--- src/iss_consts.svh ---
`ifndef ISS_CONSTS_SVH
`define ISS_CONSTS_SVH

// instruction word layout
`define ISS_WORD_W 24
`define ISS_OPC_W 8
`define ISS_OPC_MSB 23
`define ISS_OPC_LSB 16
`define ISS_OPD_W 16
`define ISS_CAT_MSB 7
`define ISS_CAT_LSB 5

// category codes held in the top three opcode bits
`define ISS_CAT_CTRL 3'h0
`define ISS_CAT_FILE 3'h1
`define ISS_CAT_WORKING_REGISTER_ZERO 3'h2
`define ISS_CAT_BIT 3'h3
`define ISS_CAT_LIT 3'h4

// control group opcodes
`define ISS_OP_NOP 8'h00
`define ISS_OP_BRANCH 8'h01
`define ISS_OP_CALL_IND 8'h02
`define ISS_OP_GOTO_IND 8'h03
`define ISS_OP_RETURN 8'h04
`define ISS_OP_INTRET 8'h05
`define ISS_OP_TBL_RD 8'h06
`define ISS_OP_TBL_WR 8'h07
`define ISS_OP_COND_BRANCH 8'h08
`define ISS_OP_SKIP 8'h09
`define ISS_OP_DW_GOTO 8'h0a
`define ISS_OP_DW_CALL 8'h0b
`define ISS_OP_DW_MOVE 8'h0c

// cycle counts
`define ISS_CYC_W 3
`define ISS_CYC_ONE 3'h1
`define ISS_CYC_COND 3'h2
`define ISS_CYC_BRANCH 3'h2
`define ISS_CYC_IND 3'h2
`define ISS_CYC_TABLE 3'h2
`define ISS_CYC_RETURN 3'h3
`define ISS_CYC_DW 3'h2
`define ISS_CYC_SKIP1 3'h2
`define ISS_CYC_SKIP2 3'h3

// working register operand fields
`define ISS_W_BASE_LSB 12
`define ISS_W_DMODE_LSB 10
`define ISS_W_DST_LSB 6
`define ISS_W_SMODE_LSB 4
`define ISS_W_SRC_LSB 0
`define ISS_REG_W 4
`define ISS_MODE_W 2

// file register operand fields
`define ISS_F_ADDR_W 13
`define ISS_F_DEST_BIT 13
`define ISS_F_BYTE_BIT 14

// bit operand fields
`define ISS_B_SEL_LSB 12
`define ISS_B_INDIRECT_BIT 11
`define ISS_B_ON_FILE_BIT 10
`define ISS_B_TGT_W 10

// literal operand fields
`define ISS_L_DST_PRESENT_BIT 11
`define ISS_L_DST_LSB 7
`define ISS_L_LIT_W 7

// control operand fields
`define ISS_PADDR_W 23
`define ISS_PADDR_HI_W 7
`define ISS_TMODE_LSB 14

`endif

--- src/iss_pkg.sv ---
`include "iss_consts.svh"

package iss_pkg;

    typedef struct packed {
        logic valid;
        logic [`ISS_WORD_W-1:0] word;
    } iss_fetch_type;

    typedef struct packed {
        logic [2:0] category;
        logic double_word;
        logic nop;
        logic illegal;
        logic cond;
        logic skip;
        logic pc_change;
        logic [`ISS_CYC_W-1:0] taken_cycles;
        logic writes;
    } iss_class_type;

    typedef struct packed {
        logic [`ISS_REG_W-1:0] base_source_register;
        logic [`ISS_REG_W-1:0] second_source_register;
        logic [`ISS_MODE_W-1:0] src_mode;
        logic [`ISS_REG_W-1:0] destination_register;
        logic [`ISS_MODE_W-1:0] dst_mode;
        logic [`ISS_F_ADDR_W-1:0] file_addr;
        logic dest_is_file;
        logic byte_mode;
        logic [`ISS_REG_W-1:0] bit_sel;
        logic bit_from_base;
        logic bit_on_file;
        logic [`ISS_OPD_W-1:0] literal;
        logic [`ISS_PADDR_W-1:0] prog_addr;
        logic [`ISS_MODE_W-1:0] table_mode;
    } iss_operands_type;

    typedef struct packed {
        logic valid;
        logic nop;
        logic [`ISS_OPC_W-1:0] opcode;
        logic [2:0] category;
        logic wr_en;
        logic pc_change;
        iss_operands_type ops;
    } iss_issue_type;

    typedef enum logic [4:0] {
        ST_RUN = 5'b00001,
        ST_SECOND = 5'b00010,
        ST_STALL = 5'b00100,
        ST_SKIP = 5'b01000,
        ST_SKIP2 = 5'b10000
    } iss_state_type;

    function automatic logic iss_upper_zero(input logic [`ISS_WORD_W-1:0] w);
        iss_upper_zero = (w[`ISS_OPC_MSB:`ISS_OPC_LSB] == `ISS_OP_NOP);
    endfunction : iss_upper_zero

    function automatic logic iss_is_double(input logic [`ISS_OPC_W-1:0] opc);
        iss_is_double = (opc == `ISS_OP_DW_GOTO) || (opc == `ISS_OP_DW_CALL) || (opc == `ISS_OP_DW_MOVE);
    endfunction : iss_is_double

endpackage : iss_pkg

--- src/iss_decoder.sv ---
`timescale 1ns/1ns
`include "iss_consts.svh"

module iss_decoder #(
    parameter int WORD_W = `ISS_WORD_W,
    parameter int OPC_W = `ISS_OPC_W
) (
    input wire logic ref_clk,
    input wire logic resetn,
    input wire logic clk_en,
    input iss_pkg::iss_fetch_type fetch,
    input wire logic cond_true,
    output logic fetch_ready_q,
    output iss_pkg::iss_issue_type issue_q,
    output logic instr_done_q,
    output logic [`ISS_CYC_W-1:0] instr_cycles_q,
    output logic second_word_err_q,
    output logic illegal_op_q
);
    import iss_pkg::*;

    // the field layout is fixed, so other widths cannot be served
    initial begin
        if (WORD_W != `ISS_WORD_W || OPC_W != `ISS_OPC_W) begin
            $error("iss_decoder: unsupported word or opcode width");
        end
    end

    iss_state_type state_q;
    iss_state_type state_d;
    logic [`ISS_CYC_W-1:0] stall_q;
    logic [`ISS_CYC_W-1:0] stall_d;
    logic [`ISS_CYC_W-1:0] elapsed_q;
    logic [`ISS_CYC_W-1:0] elapsed_d;
    logic [`ISS_WORD_W-1:0] first_q;
    logic [`ISS_WORD_W-1:0] first_d;
    logic fetch_ready_d;
    iss_issue_type issue_d;
    logic instr_done_d;
    logic [`ISS_CYC_W-1:0] instr_cycles_d;
    logic second_word_err_d;
    logic illegal_op_d;

    iss_class_type cls;
    iss_operands_type ops;
    logic [`ISS_WORD_W-1:0] op_first;
    logic [`ISS_WORD_W-1:0] op_second;
    logic [`ISS_OPC_W-1:0] opc;

    assign opc = fetch.word[`ISS_OPC_MSB:`ISS_OPC_LSB];

    // one operand extractor serves both single words and joined double words
    assign op_first = (state_q == ST_SECOND) ? first_q : fetch.word;
    assign op_second = (state_q == ST_SECOND) ? fetch.word : '0;

    iss_classify u_classify (
        .word(fetch.word),
        .cls(cls)
    );

    iss_operands u_operands (
        .first_word(op_first),
        .second_word(op_second),
        .ops(ops)
    );

    function automatic iss_issue_type nop_issue();
        iss_issue_type n;
        n = '0;
        n.valid = 1'b1;
        n.nop = 1'b1;
        n.wr_en = 1'b0;
        nop_issue = n;
    endfunction : nop_issue

    always_comb begin
        state_d = state_q;
        stall_d = stall_q;
        elapsed_d = elapsed_q;
        first_d = first_q;
        fetch_ready_d = 1'b1;
        issue_d = '0;
        instr_done_d = 1'b0;
        instr_cycles_d = instr_cycles_q;
        second_word_err_d = 1'b0;
        illegal_op_d = 1'b0;
        case (state_q)
            ST_RUN: begin
                if (fetch.valid) begin
                    issue_d.valid = 1'b1;
                    issue_d.opcode = opc;
                    issue_d.category = cls.category;
                    issue_d.ops = ops;
                    issue_d.nop = cls.nop || cls.illegal;
                    issue_d.wr_en = cls.writes && !cls.nop && !cls.illegal;
                    illegal_op_d = cls.illegal;
                    elapsed_d = `ISS_CYC_ONE;
                    if (cls.double_word) begin
                        // first half is held; nothing issues until the pair is complete
                        issue_d = '0;
                        first_d = fetch.word;
                        state_d = ST_SECOND;
                    end else if (cls.skip && cond_true) begin
                        state_d = ST_SKIP;
                    end else if (cls.cond && cond_true) begin
                        issue_d.pc_change = 1'b1;
                        stall_d = `ISS_CYC_COND - `ISS_CYC_ONE - `ISS_CYC_ONE;
                        fetch_ready_d = 1'b0;
                        state_d = ST_STALL;
                    end else if (cls.pc_change) begin
                        issue_d.pc_change = 1'b1;
                        stall_d = cls.taken_cycles - `ISS_CYC_ONE - `ISS_CYC_ONE;
                        fetch_ready_d = 1'b0;
                        state_d = ST_STALL;
                    end else begin
                        instr_done_d = 1'b1;
                        instr_cycles_d = `ISS_CYC_ONE;
                    end
                end
            end
            ST_SECOND: begin
                if (fetch.valid) begin
                    issue_d.valid = 1'b1;
                    issue_d.opcode = first_q[`ISS_OPC_MSB:`ISS_OPC_LSB];
                    issue_d.category = first_q[`ISS_OPC_MSB:`ISS_OPC_LSB + `ISS_CAT_LSB];
                    issue_d.ops = ops;
                    // a second word with a nonzero top byte is rejected and the pair dropped
                    second_word_err_d = !iss_upper_zero(fetch.word);
                    issue_d.nop = second_word_err_d;
                    issue_d.wr_en = !second_word_err_d
                        && (first_q[`ISS_OPC_MSB:`ISS_OPC_LSB] == `ISS_OP_DW_MOVE);
                    issue_d.pc_change = !second_word_err_d
                        && (first_q[`ISS_OPC_MSB:`ISS_OPC_LSB] != `ISS_OP_DW_MOVE);
                    instr_done_d = 1'b1;
                    instr_cycles_d = `ISS_CYC_DW;
                    state_d = ST_RUN;
                end
            end
            ST_STALL: begin
                issue_d = nop_issue();
                elapsed_d = elapsed_q + `ISS_CYC_ONE;
                if (stall_q == '0) begin
                    instr_done_d = 1'b1;
                    instr_cycles_d = elapsed_q + `ISS_CYC_ONE;
                    state_d = ST_RUN;
                end else begin
                    stall_d = stall_q - `ISS_CYC_ONE;
                    fetch_ready_d = 1'b0;
                end
            end
            ST_SKIP: begin
                if (fetch.valid) begin
                    issue_d = nop_issue();
                    if (cls.double_word) begin
                        state_d = ST_SKIP2;
                    end else begin
                        instr_done_d = 1'b1;
                        instr_cycles_d = `ISS_CYC_SKIP1;
                        state_d = ST_RUN;
                    end
                end
            end
            ST_SKIP2: begin
                if (fetch.valid) begin
                    issue_d = nop_issue();
                    instr_done_d = 1'b1;
                    instr_cycles_d = `ISS_CYC_SKIP2;
                    state_d = ST_RUN;
                end
            end
            default: begin
                state_d = ST_RUN;
            end
        endcase
    end

    // clk_en is the instruction clock: with it low every flip-flop holds
    always_ff @(posedge ref_clk or negedge resetn) begin
        if (!resetn) begin
            state_q <= ST_RUN;
            stall_q <= '0;
            elapsed_q <= '0;
            first_q <= '0;
            fetch_ready_q <= 1'b1;
            issue_q <= '0;
            instr_done_q <= 1'b0;
            instr_cycles_q <= '0;
            second_word_err_q <= 1'b0;
            illegal_op_q <= 1'b0;
        end else if (clk_en) begin
            state_q <= state_d;
            stall_q <= stall_d;
            elapsed_q <= elapsed_d;
            first_q <= first_d;
            fetch_ready_q <= fetch_ready_d;
            issue_q <= issue_d;
            instr_done_q <= instr_done_d;
            instr_cycles_q <= instr_cycles_d;
            second_word_err_q <= second_word_err_d;
            illegal_op_q <= illegal_op_d;
        end
    end

endmodule : iss_decoder

--- src/iss_classify.sv ---
`timescale 1ns/1ns
`include "iss_consts.svh"

module iss_classify (
    input wire logic [`ISS_WORD_W-1:0] word,
    output iss_pkg::iss_class_type cls
);
    import iss_pkg::*;

    logic [`ISS_OPC_W-1:0] opc;

    assign opc = word[`ISS_OPC_MSB:`ISS_OPC_LSB];

    always_comb begin
        cls = '0;
        cls.category = opc[`ISS_CAT_MSB:`ISS_CAT_LSB];
        cls.double_word = iss_is_double(opc);
        cls.nop = iss_upper_zero(word);
        cls.taken_cycles = `ISS_CYC_ONE;
        case (opc[`ISS_CAT_MSB:`ISS_CAT_LSB])
            `ISS_CAT_CTRL: begin
                case (opc)
                    `ISS_OP_NOP, `ISS_OP_DW_GOTO, `ISS_OP_DW_CALL: begin
                        cls.writes = 1'b0;
                    end
                    `ISS_OP_DW_MOVE: begin
                        cls.writes = 1'b1;
                    end
                    `ISS_OP_BRANCH: begin
                        cls.pc_change = 1'b1;
                        cls.taken_cycles = `ISS_CYC_BRANCH;
                    end
                    `ISS_OP_CALL_IND, `ISS_OP_GOTO_IND: begin
                        cls.pc_change = 1'b1;
                        cls.taken_cycles = `ISS_CYC_IND;
                        cls.writes = (opc == `ISS_OP_CALL_IND);
                    end
                    `ISS_OP_RETURN, `ISS_OP_INTRET: begin
                        cls.pc_change = 1'b1;
                        cls.taken_cycles = `ISS_CYC_RETURN;
                        cls.writes = 1'b1;
                    end
                    `ISS_OP_TBL_RD, `ISS_OP_TBL_WR: begin
                        cls.pc_change = 1'b1;
                        cls.taken_cycles = `ISS_CYC_TABLE;
                        cls.writes = 1'b1;
                    end
                    `ISS_OP_COND_BRANCH: begin
                        cls.cond = 1'b1;
                        cls.taken_cycles = `ISS_CYC_COND;
                    end
                    `ISS_OP_SKIP: begin
                        cls.skip = 1'b1;
                    end
                    default: begin
                        cls.illegal = 1'b1;
                    end
                endcase
            end
            `ISS_CAT_FILE, `ISS_CAT_WORKING_REGISTER_ZERO, `ISS_CAT_BIT, `ISS_CAT_LIT: begin
                cls.writes = 1'b1;
            end
            default: begin
                cls.illegal = 1'b1;
            end
        endcase
    end

endmodule : iss_classify

--- src/iss_operands.sv ---
`timescale 1ns/1ns
`include "iss_consts.svh"

module iss_operands (
    input wire logic [`ISS_WORD_W-1:0] first_word,
    input wire logic [`ISS_WORD_W-1:0] second_word,
    output iss_pkg::iss_operands_type ops
);
    import iss_pkg::*;

    logic [`ISS_OPC_W-1:0] opc;
    logic [`ISS_OPD_W-1:0] f;
    logic [`ISS_OPD_W-1:0] s;

    assign opc = first_word[`ISS_OPC_MSB:`ISS_OPC_LSB];
    assign f = first_word[`ISS_OPD_W-1:0];
    assign s = second_word[`ISS_OPD_W-1:0];

    always_comb begin
        ops = '0;
        case (opc[`ISS_CAT_MSB:`ISS_CAT_LSB])
            `ISS_CAT_FILE: begin
                ops.file_addr = f[`ISS_F_ADDR_W-1:0];
                ops.dest_is_file = f[`ISS_F_DEST_BIT];
                ops.byte_mode = f[`ISS_F_BYTE_BIT];
            end
            `ISS_CAT_WORKING_REGISTER_ZERO: begin
                ops.base_source_register = f[`ISS_W_BASE_LSB +: `ISS_REG_W];
                ops.second_source_register = f[`ISS_W_SRC_LSB +: `ISS_REG_W];
                ops.src_mode = f[`ISS_W_SMODE_LSB +: `ISS_MODE_W];
                ops.destination_register = f[`ISS_W_DST_LSB +: `ISS_REG_W];
                ops.dst_mode = f[`ISS_W_DMODE_LSB +: `ISS_MODE_W];
            end
            `ISS_CAT_BIT: begin
                ops.bit_from_base = f[`ISS_B_INDIRECT_BIT];
                ops.bit_sel = f[`ISS_B_SEL_LSB +: `ISS_REG_W];
                ops.base_source_register = f[`ISS_B_SEL_LSB +: `ISS_REG_W];
                ops.bit_on_file = f[`ISS_B_ON_FILE_BIT];
                ops.file_addr = {3'h0, f[`ISS_B_TGT_W-1:0]};
                ops.second_source_register = f[`ISS_REG_W-1:0];
            end
            `ISS_CAT_LIT: begin
                ops.base_source_register = f[`ISS_W_BASE_LSB +: `ISS_REG_W];
                ops.literal = {9'h000, f[`ISS_L_LIT_W-1:0]};
                // without its own destination the result lands back in the base register
                ops.destination_register = f[`ISS_L_DST_PRESENT_BIT] ? f[`ISS_L_DST_LSB +: `ISS_REG_W]
                                                                    : f[`ISS_W_BASE_LSB +: `ISS_REG_W];
            end
            default: begin
                ops.prog_addr = {s[`ISS_PADDR_HI_W-1:0], f};
                ops.table_mode = f[`ISS_TMODE_LSB +: `ISS_MODE_W];
                ops.literal = f;
                ops.destination_register = s[`ISS_REG_W-1:0];
            end
        endcase
    end

endmodule : iss_operands

--- config.mk ---
export PLATFORM = sky130hd
export DESIGN_NAME = iss_decoder
export DESIGN_NICKNAME = d
export VERILOG_FILES = /design/src/iss_pkg.sv /design/src/iss_decoder.sv /design/src/iss_classify.sv /design/src/iss_operands.sv
export VERILOG_INCLUDE_DIRS = /design/src
export SDC_FILE = /design/constraint.sdc
export NUM_CORES = 1
export LEC_CHECK = 0
export BUFFER_PORTS_ARGS = -buffer_cell sky130_fd_sc_hd__buf_2
export CAP_MARGIN = 20
export CORE_ASPECT_RATIO = 1.5
export CORE_MARGIN = 1
export CORE_UTILIZATION = 25
export DETAILED_ROUTE_END_ITERATION = 8
export GPL_TIMING_DRIVEN = 1
export PLACE_DENSITY_LB_ADDON = 0.1
export SYNTH_ARGS = -nofsm -noshare
export SYNTH_HDL_FRONTEND = slang
export SYNTH_SLANG_ARGS = --single-unit
--- constraint.sdc ---
create_clock -name ref_clk -period 2.8 [get_ports ref_clk]
set_clock_uncertainty 0.15 [all_clocks]
set_input_delay 0.28 -clock ref_clk [delete_from_list [all_inputs] [get_ports ref_clk]]
set_output_delay 0.28 -clock ref_clk [all_outputs]
set_load 0.05 [all_outputs]
==> impl_results.md <==
* Final slew viol count at 0
* Seq cells post-synth at 130
* Placed cell area at 7331 sq um
* RSZ-0062 raised after global routing: no
* DR vias/cell at 4.870
* Final net count at 706
* CP max FO at 13
* Clock root cell: clkbuf_16
* Grt ovf at 0
* Worst relative slew slack at 0.3853
* Yosys warning count at 0
* CTS Buf Count at 17
* Finished Core Util at 0.3268
* Leakage at 3.849 nW
* Asr flop ratio synth at 1.000
* Die area at 25780 sq um
* First-pass GRT wire length at 31950 microns
* Worst slew pin tran at 0.9220 ns
* Cell at the slowest stage of the critical path: dfrtp_1
* DR vias at 4928
* Total core area at 24520 sq um
* Pin count of the biggest net entering global routing at 85
* Pwr Total at 5.839 mW
* Post-route ant nets at 0
* Clk buf depth at 2
* CP required at 2.94 ns
* Ys flop type: dfrtp_1
* CTS tree: built
* Synthesized Nets at 560
* Chip Height at 196.1 microns
* DRC violations left at 0
* Area delta synth->final at 27.61%
* Post-cts resize count at 0
* Drt wl/cell at 20.34 microns
* Avg Inst Size Synth at 11.90 sq um
* Worst-path clk slew at 0.06 ns
* Hold crit path type: in -> reg
* Hold Vio Cnt, Final at 0
* Initial Util at 0.2561
* Max Freq at 0.3834 GHz
* Die span in x at 131.4 microns
* Register area share after synthesis at 0.5183
* # port buffers at 128
* Max-cap check violation count at 0
* Antenna violations before repair at 0
* Number of DRC markers in iteration 0 at 234
* Worst skew pair latency at 0.42 ns
* Count of clock tree sinks at 130
* Dpl hpwl at 14840 microns
* Postcts setup bufs at 0
* Final Wtd Congestion at 0.8139
* I/O Pins at 129
* Routed WL at 20580 microns
* Post-synth cell types at 71
* Max IR drop VDD at 0.4179 mV
* H-tree levels at 4
* Hold path depth at 2
* Synth Cell Area at 6281 sq um
* Post-synth EDFFs at 0
* Vias in the first global route at 5260
* Post-Synthesis Cells at 528
* CP startpoint kind: flop
* Critical Path Sink Type: flop
* # rows at 70
* Setup violations, final at 0
* Worst Path Arrival at 2.75 ns
* Status: finished, final reports clean
* Setup_tns at 0 ns
* Crit-path cells: buf_4, nor4_4, nand2_1, o21ai_4, nand2_4, o311ai_0
* Fin crit period at 2.608 ns
* Critical path class: reg -> reg
* Cell area after layout at 8015 sq um
* All-layer global routing usage at 0.1649
* Slowest stage delay, CP at 0.48 ns
* Layout cell share with drive strength beyond 1 at 0.3173
* Register-to-register setup slack at 0.19 ns
* PwrDens at 728.4 nW/um^2
* 1st-pass router iterations at 4
* Fillers at 2579
* Tcrit/Tclk final at 0.9314
* Reg2reg path depth at 6
## report_power, final
| part | internal, mW | leakage, nW | total (mW) | switching (mW) |
|---|---|---|---|---|
| clock network | 1.24 | 0.253 | 2.08 | 0.842 |
| registers | 2.08 | 1.77 | 2.26 | 0.180 |
| logic | 0.452 | 1.83 | 1.50 | 1.05 |
| total | 3.77 | 3.85 | 5.84 | 2.07 |
## metrics by stage
step | hold WS (ns) | instances | setup WS (ns)
detailed placement | 0.2155 | 965 | 0.2451
global route | 0.01680 | 1011 | 0.006359
floorplan | -0.1656 | 528 | 0.5489
finish | 0.02153 | 1012 | 0.1919
global placement | 0.1988 | 965 | 0.3112
CTS | 0.005785 | 1011 | 0.1969
## cells by family (layout without fill, tap and decap cells)
family,after synthesis,in the layout,share of synthesized area
other,0,1,0
AO/OA/AOI/OAI,165,165,0.2335
AND/OR/NAND/NOR,122,122,0.1066
adder cells (fa/ha/maj),3,3,0.005977
buffers and inverters,53,212,0.04282
flip-flops,130,130,0.5183
XOR/XNOR,3,3,0.004184
multiplexers,52,52,0.08864
## worst max-delay path, delay by kind of cell, from the launching register on
family,cells,cell delay [ns]
DFF,1,0.48
and+or+nand+nor,3,0.83
AOI/OAI and AO/OA,2,0.81
buffers and inverters,1,0.20
## routing by layer
metal  share of wire  global-route usage  vias to the layer above
li1                -                   -                     2285
met4           0.017             0.05426                        0
met3           0.038             0.03773                       23
met2            0.53              0.3004                      116
met5               0                   0                        -
met1            0.41              0.1883                     2504
## worst paths after layout
check                                        from           endpoint
worst min-delay path                    fetch[20]        issue_q[87]
worst min register to register  second_word_err_q  second_word_err_q
max in group asynchronous                  resetn         state_q[0]
worst max register to register         state_q[2]        issue_q[66]
min in group asynchronous                  resetn       elapsed_q[0]
worst max-delay path                   state_q[2]        issue_q[66]
## final cells by class
cell class | count | area (sq um) | area share
Tap cell | 324 | 405.4 | 0.05058
Sequential cell | 130 | 3256 | 0.4062
Antenna cell | 1 | 2.502 | 0.0003122
Timing Repair Buffer | 165 | 997.2 | 0.1244
Inverter | 15 | 56.30 | 0.007025
Clock buffer | 23 | 457.9 | 0.05713
Clock inverter | 9 | 83.83 | 0.01046
Multi-Input combinational cell | 345 | 2756 | 0.3439
## layout by cell type, fill, tap and decap left out, types with 4 or more instances in the layout
| cell | netlist | final |
|---|---|---|
| mux2i_1 | 23 | 23 |
| dlygate4sd3_1 | 0 | 14 |
| a22oi_1 | 7 | 7 |
| nor2b_1 | 10 | 10 |
| nor3_1 | 10 | 10 |
| nand3_1 | 11 | 11 |
| buf_4 | 6 | 20 |
| dfrtp_1 | 128 | 128 |
| clkbuf_1 | 18 | 5 |
| clkbuf_16 | 0 | 17 |
| nand2b_1 | 7 | 7 |
| o2bb2ai_1 | 69 | 69 |
| a21oi_1 | 4 | 4 |
| nor2_1 | 28 | 28 |
| a211oi_1 | 6 | 6 |
| mux2_2 | 15 | 15 |
| nand2_1 | 24 | 24 |
| buf_2 | 5 | 127 |
| a21o_1 | 6 | 6 |
| a221oi_1 | 4 | 4 |
| nand3b_1 | 4 | 4 |
| and2_1 | 6 | 6 |
| mux2_1 | 14 | 14 |
| o21ai_0 | 18 | 18 |
| a22o_1 | 11 | 11 |
| inv_1 | 14 | 13 |
| clkinvlp_4 | 0 | 4 |
## cell usage after synthesis (3+ instances only)
cell	instances	area (sq um)
buf_6	5	56.30
nand3b_1	4	30.03
a211oi_1	6	45.04
mux2_1	14	157.7
a221oi_1	4	35.03
nor3_1	10	50.05
mux2_2	15	168.9
ha_1	3	37.54
clkbuf_2	3	15.01
nor4_1	3	18.77
nand2b_1	7	43.79
a21oi_1	4	20.02
a22oi_1	7	52.55
a22o_1	11	96.34
o2bb2ai_1	69	604.3
o31a_1	3	26.28
inv_1	14	52.55
and2_1	6	37.54
nor2b_1	10	62.56
a31oi_1	3	18.77
nand4_1	3	18.77
buf_2	5	25.02
clkbuf_1	18	67.56
buf_4	6	45.04
o21ai_0	18	90.09
nor2_1	28	105.1
nand3_1	11	55.05
a21o_1	6	45.04
dfrtp_1	128	3203
o311ai_4	3	78.83
a211o_1	3	26.28
o211ai_1	3	22.52
nand2_1	24	90.09
mux2i_1	23	230.2
o311ai_0	3	26.28
## sequential cells by signal (all words and copies together) (netlist names)
register / count
state_q: 5
issue_q: 88
illegal_op_q: 1
first_q: 24
stall_q: 3
elapsed_q: 3
instr_cycles_q: 3
instr_done_q: 1
second_word_err_q: 1
fetch_ready_q: 1
## timing repair
action | 4_1_cts | 5_1_grt
endpoints found under the setup margin | 0 | 0
hold buffers | 14 | 0
endpoints found under the hold margin | 83 | 0
Power figures use the tool's default switching activity.
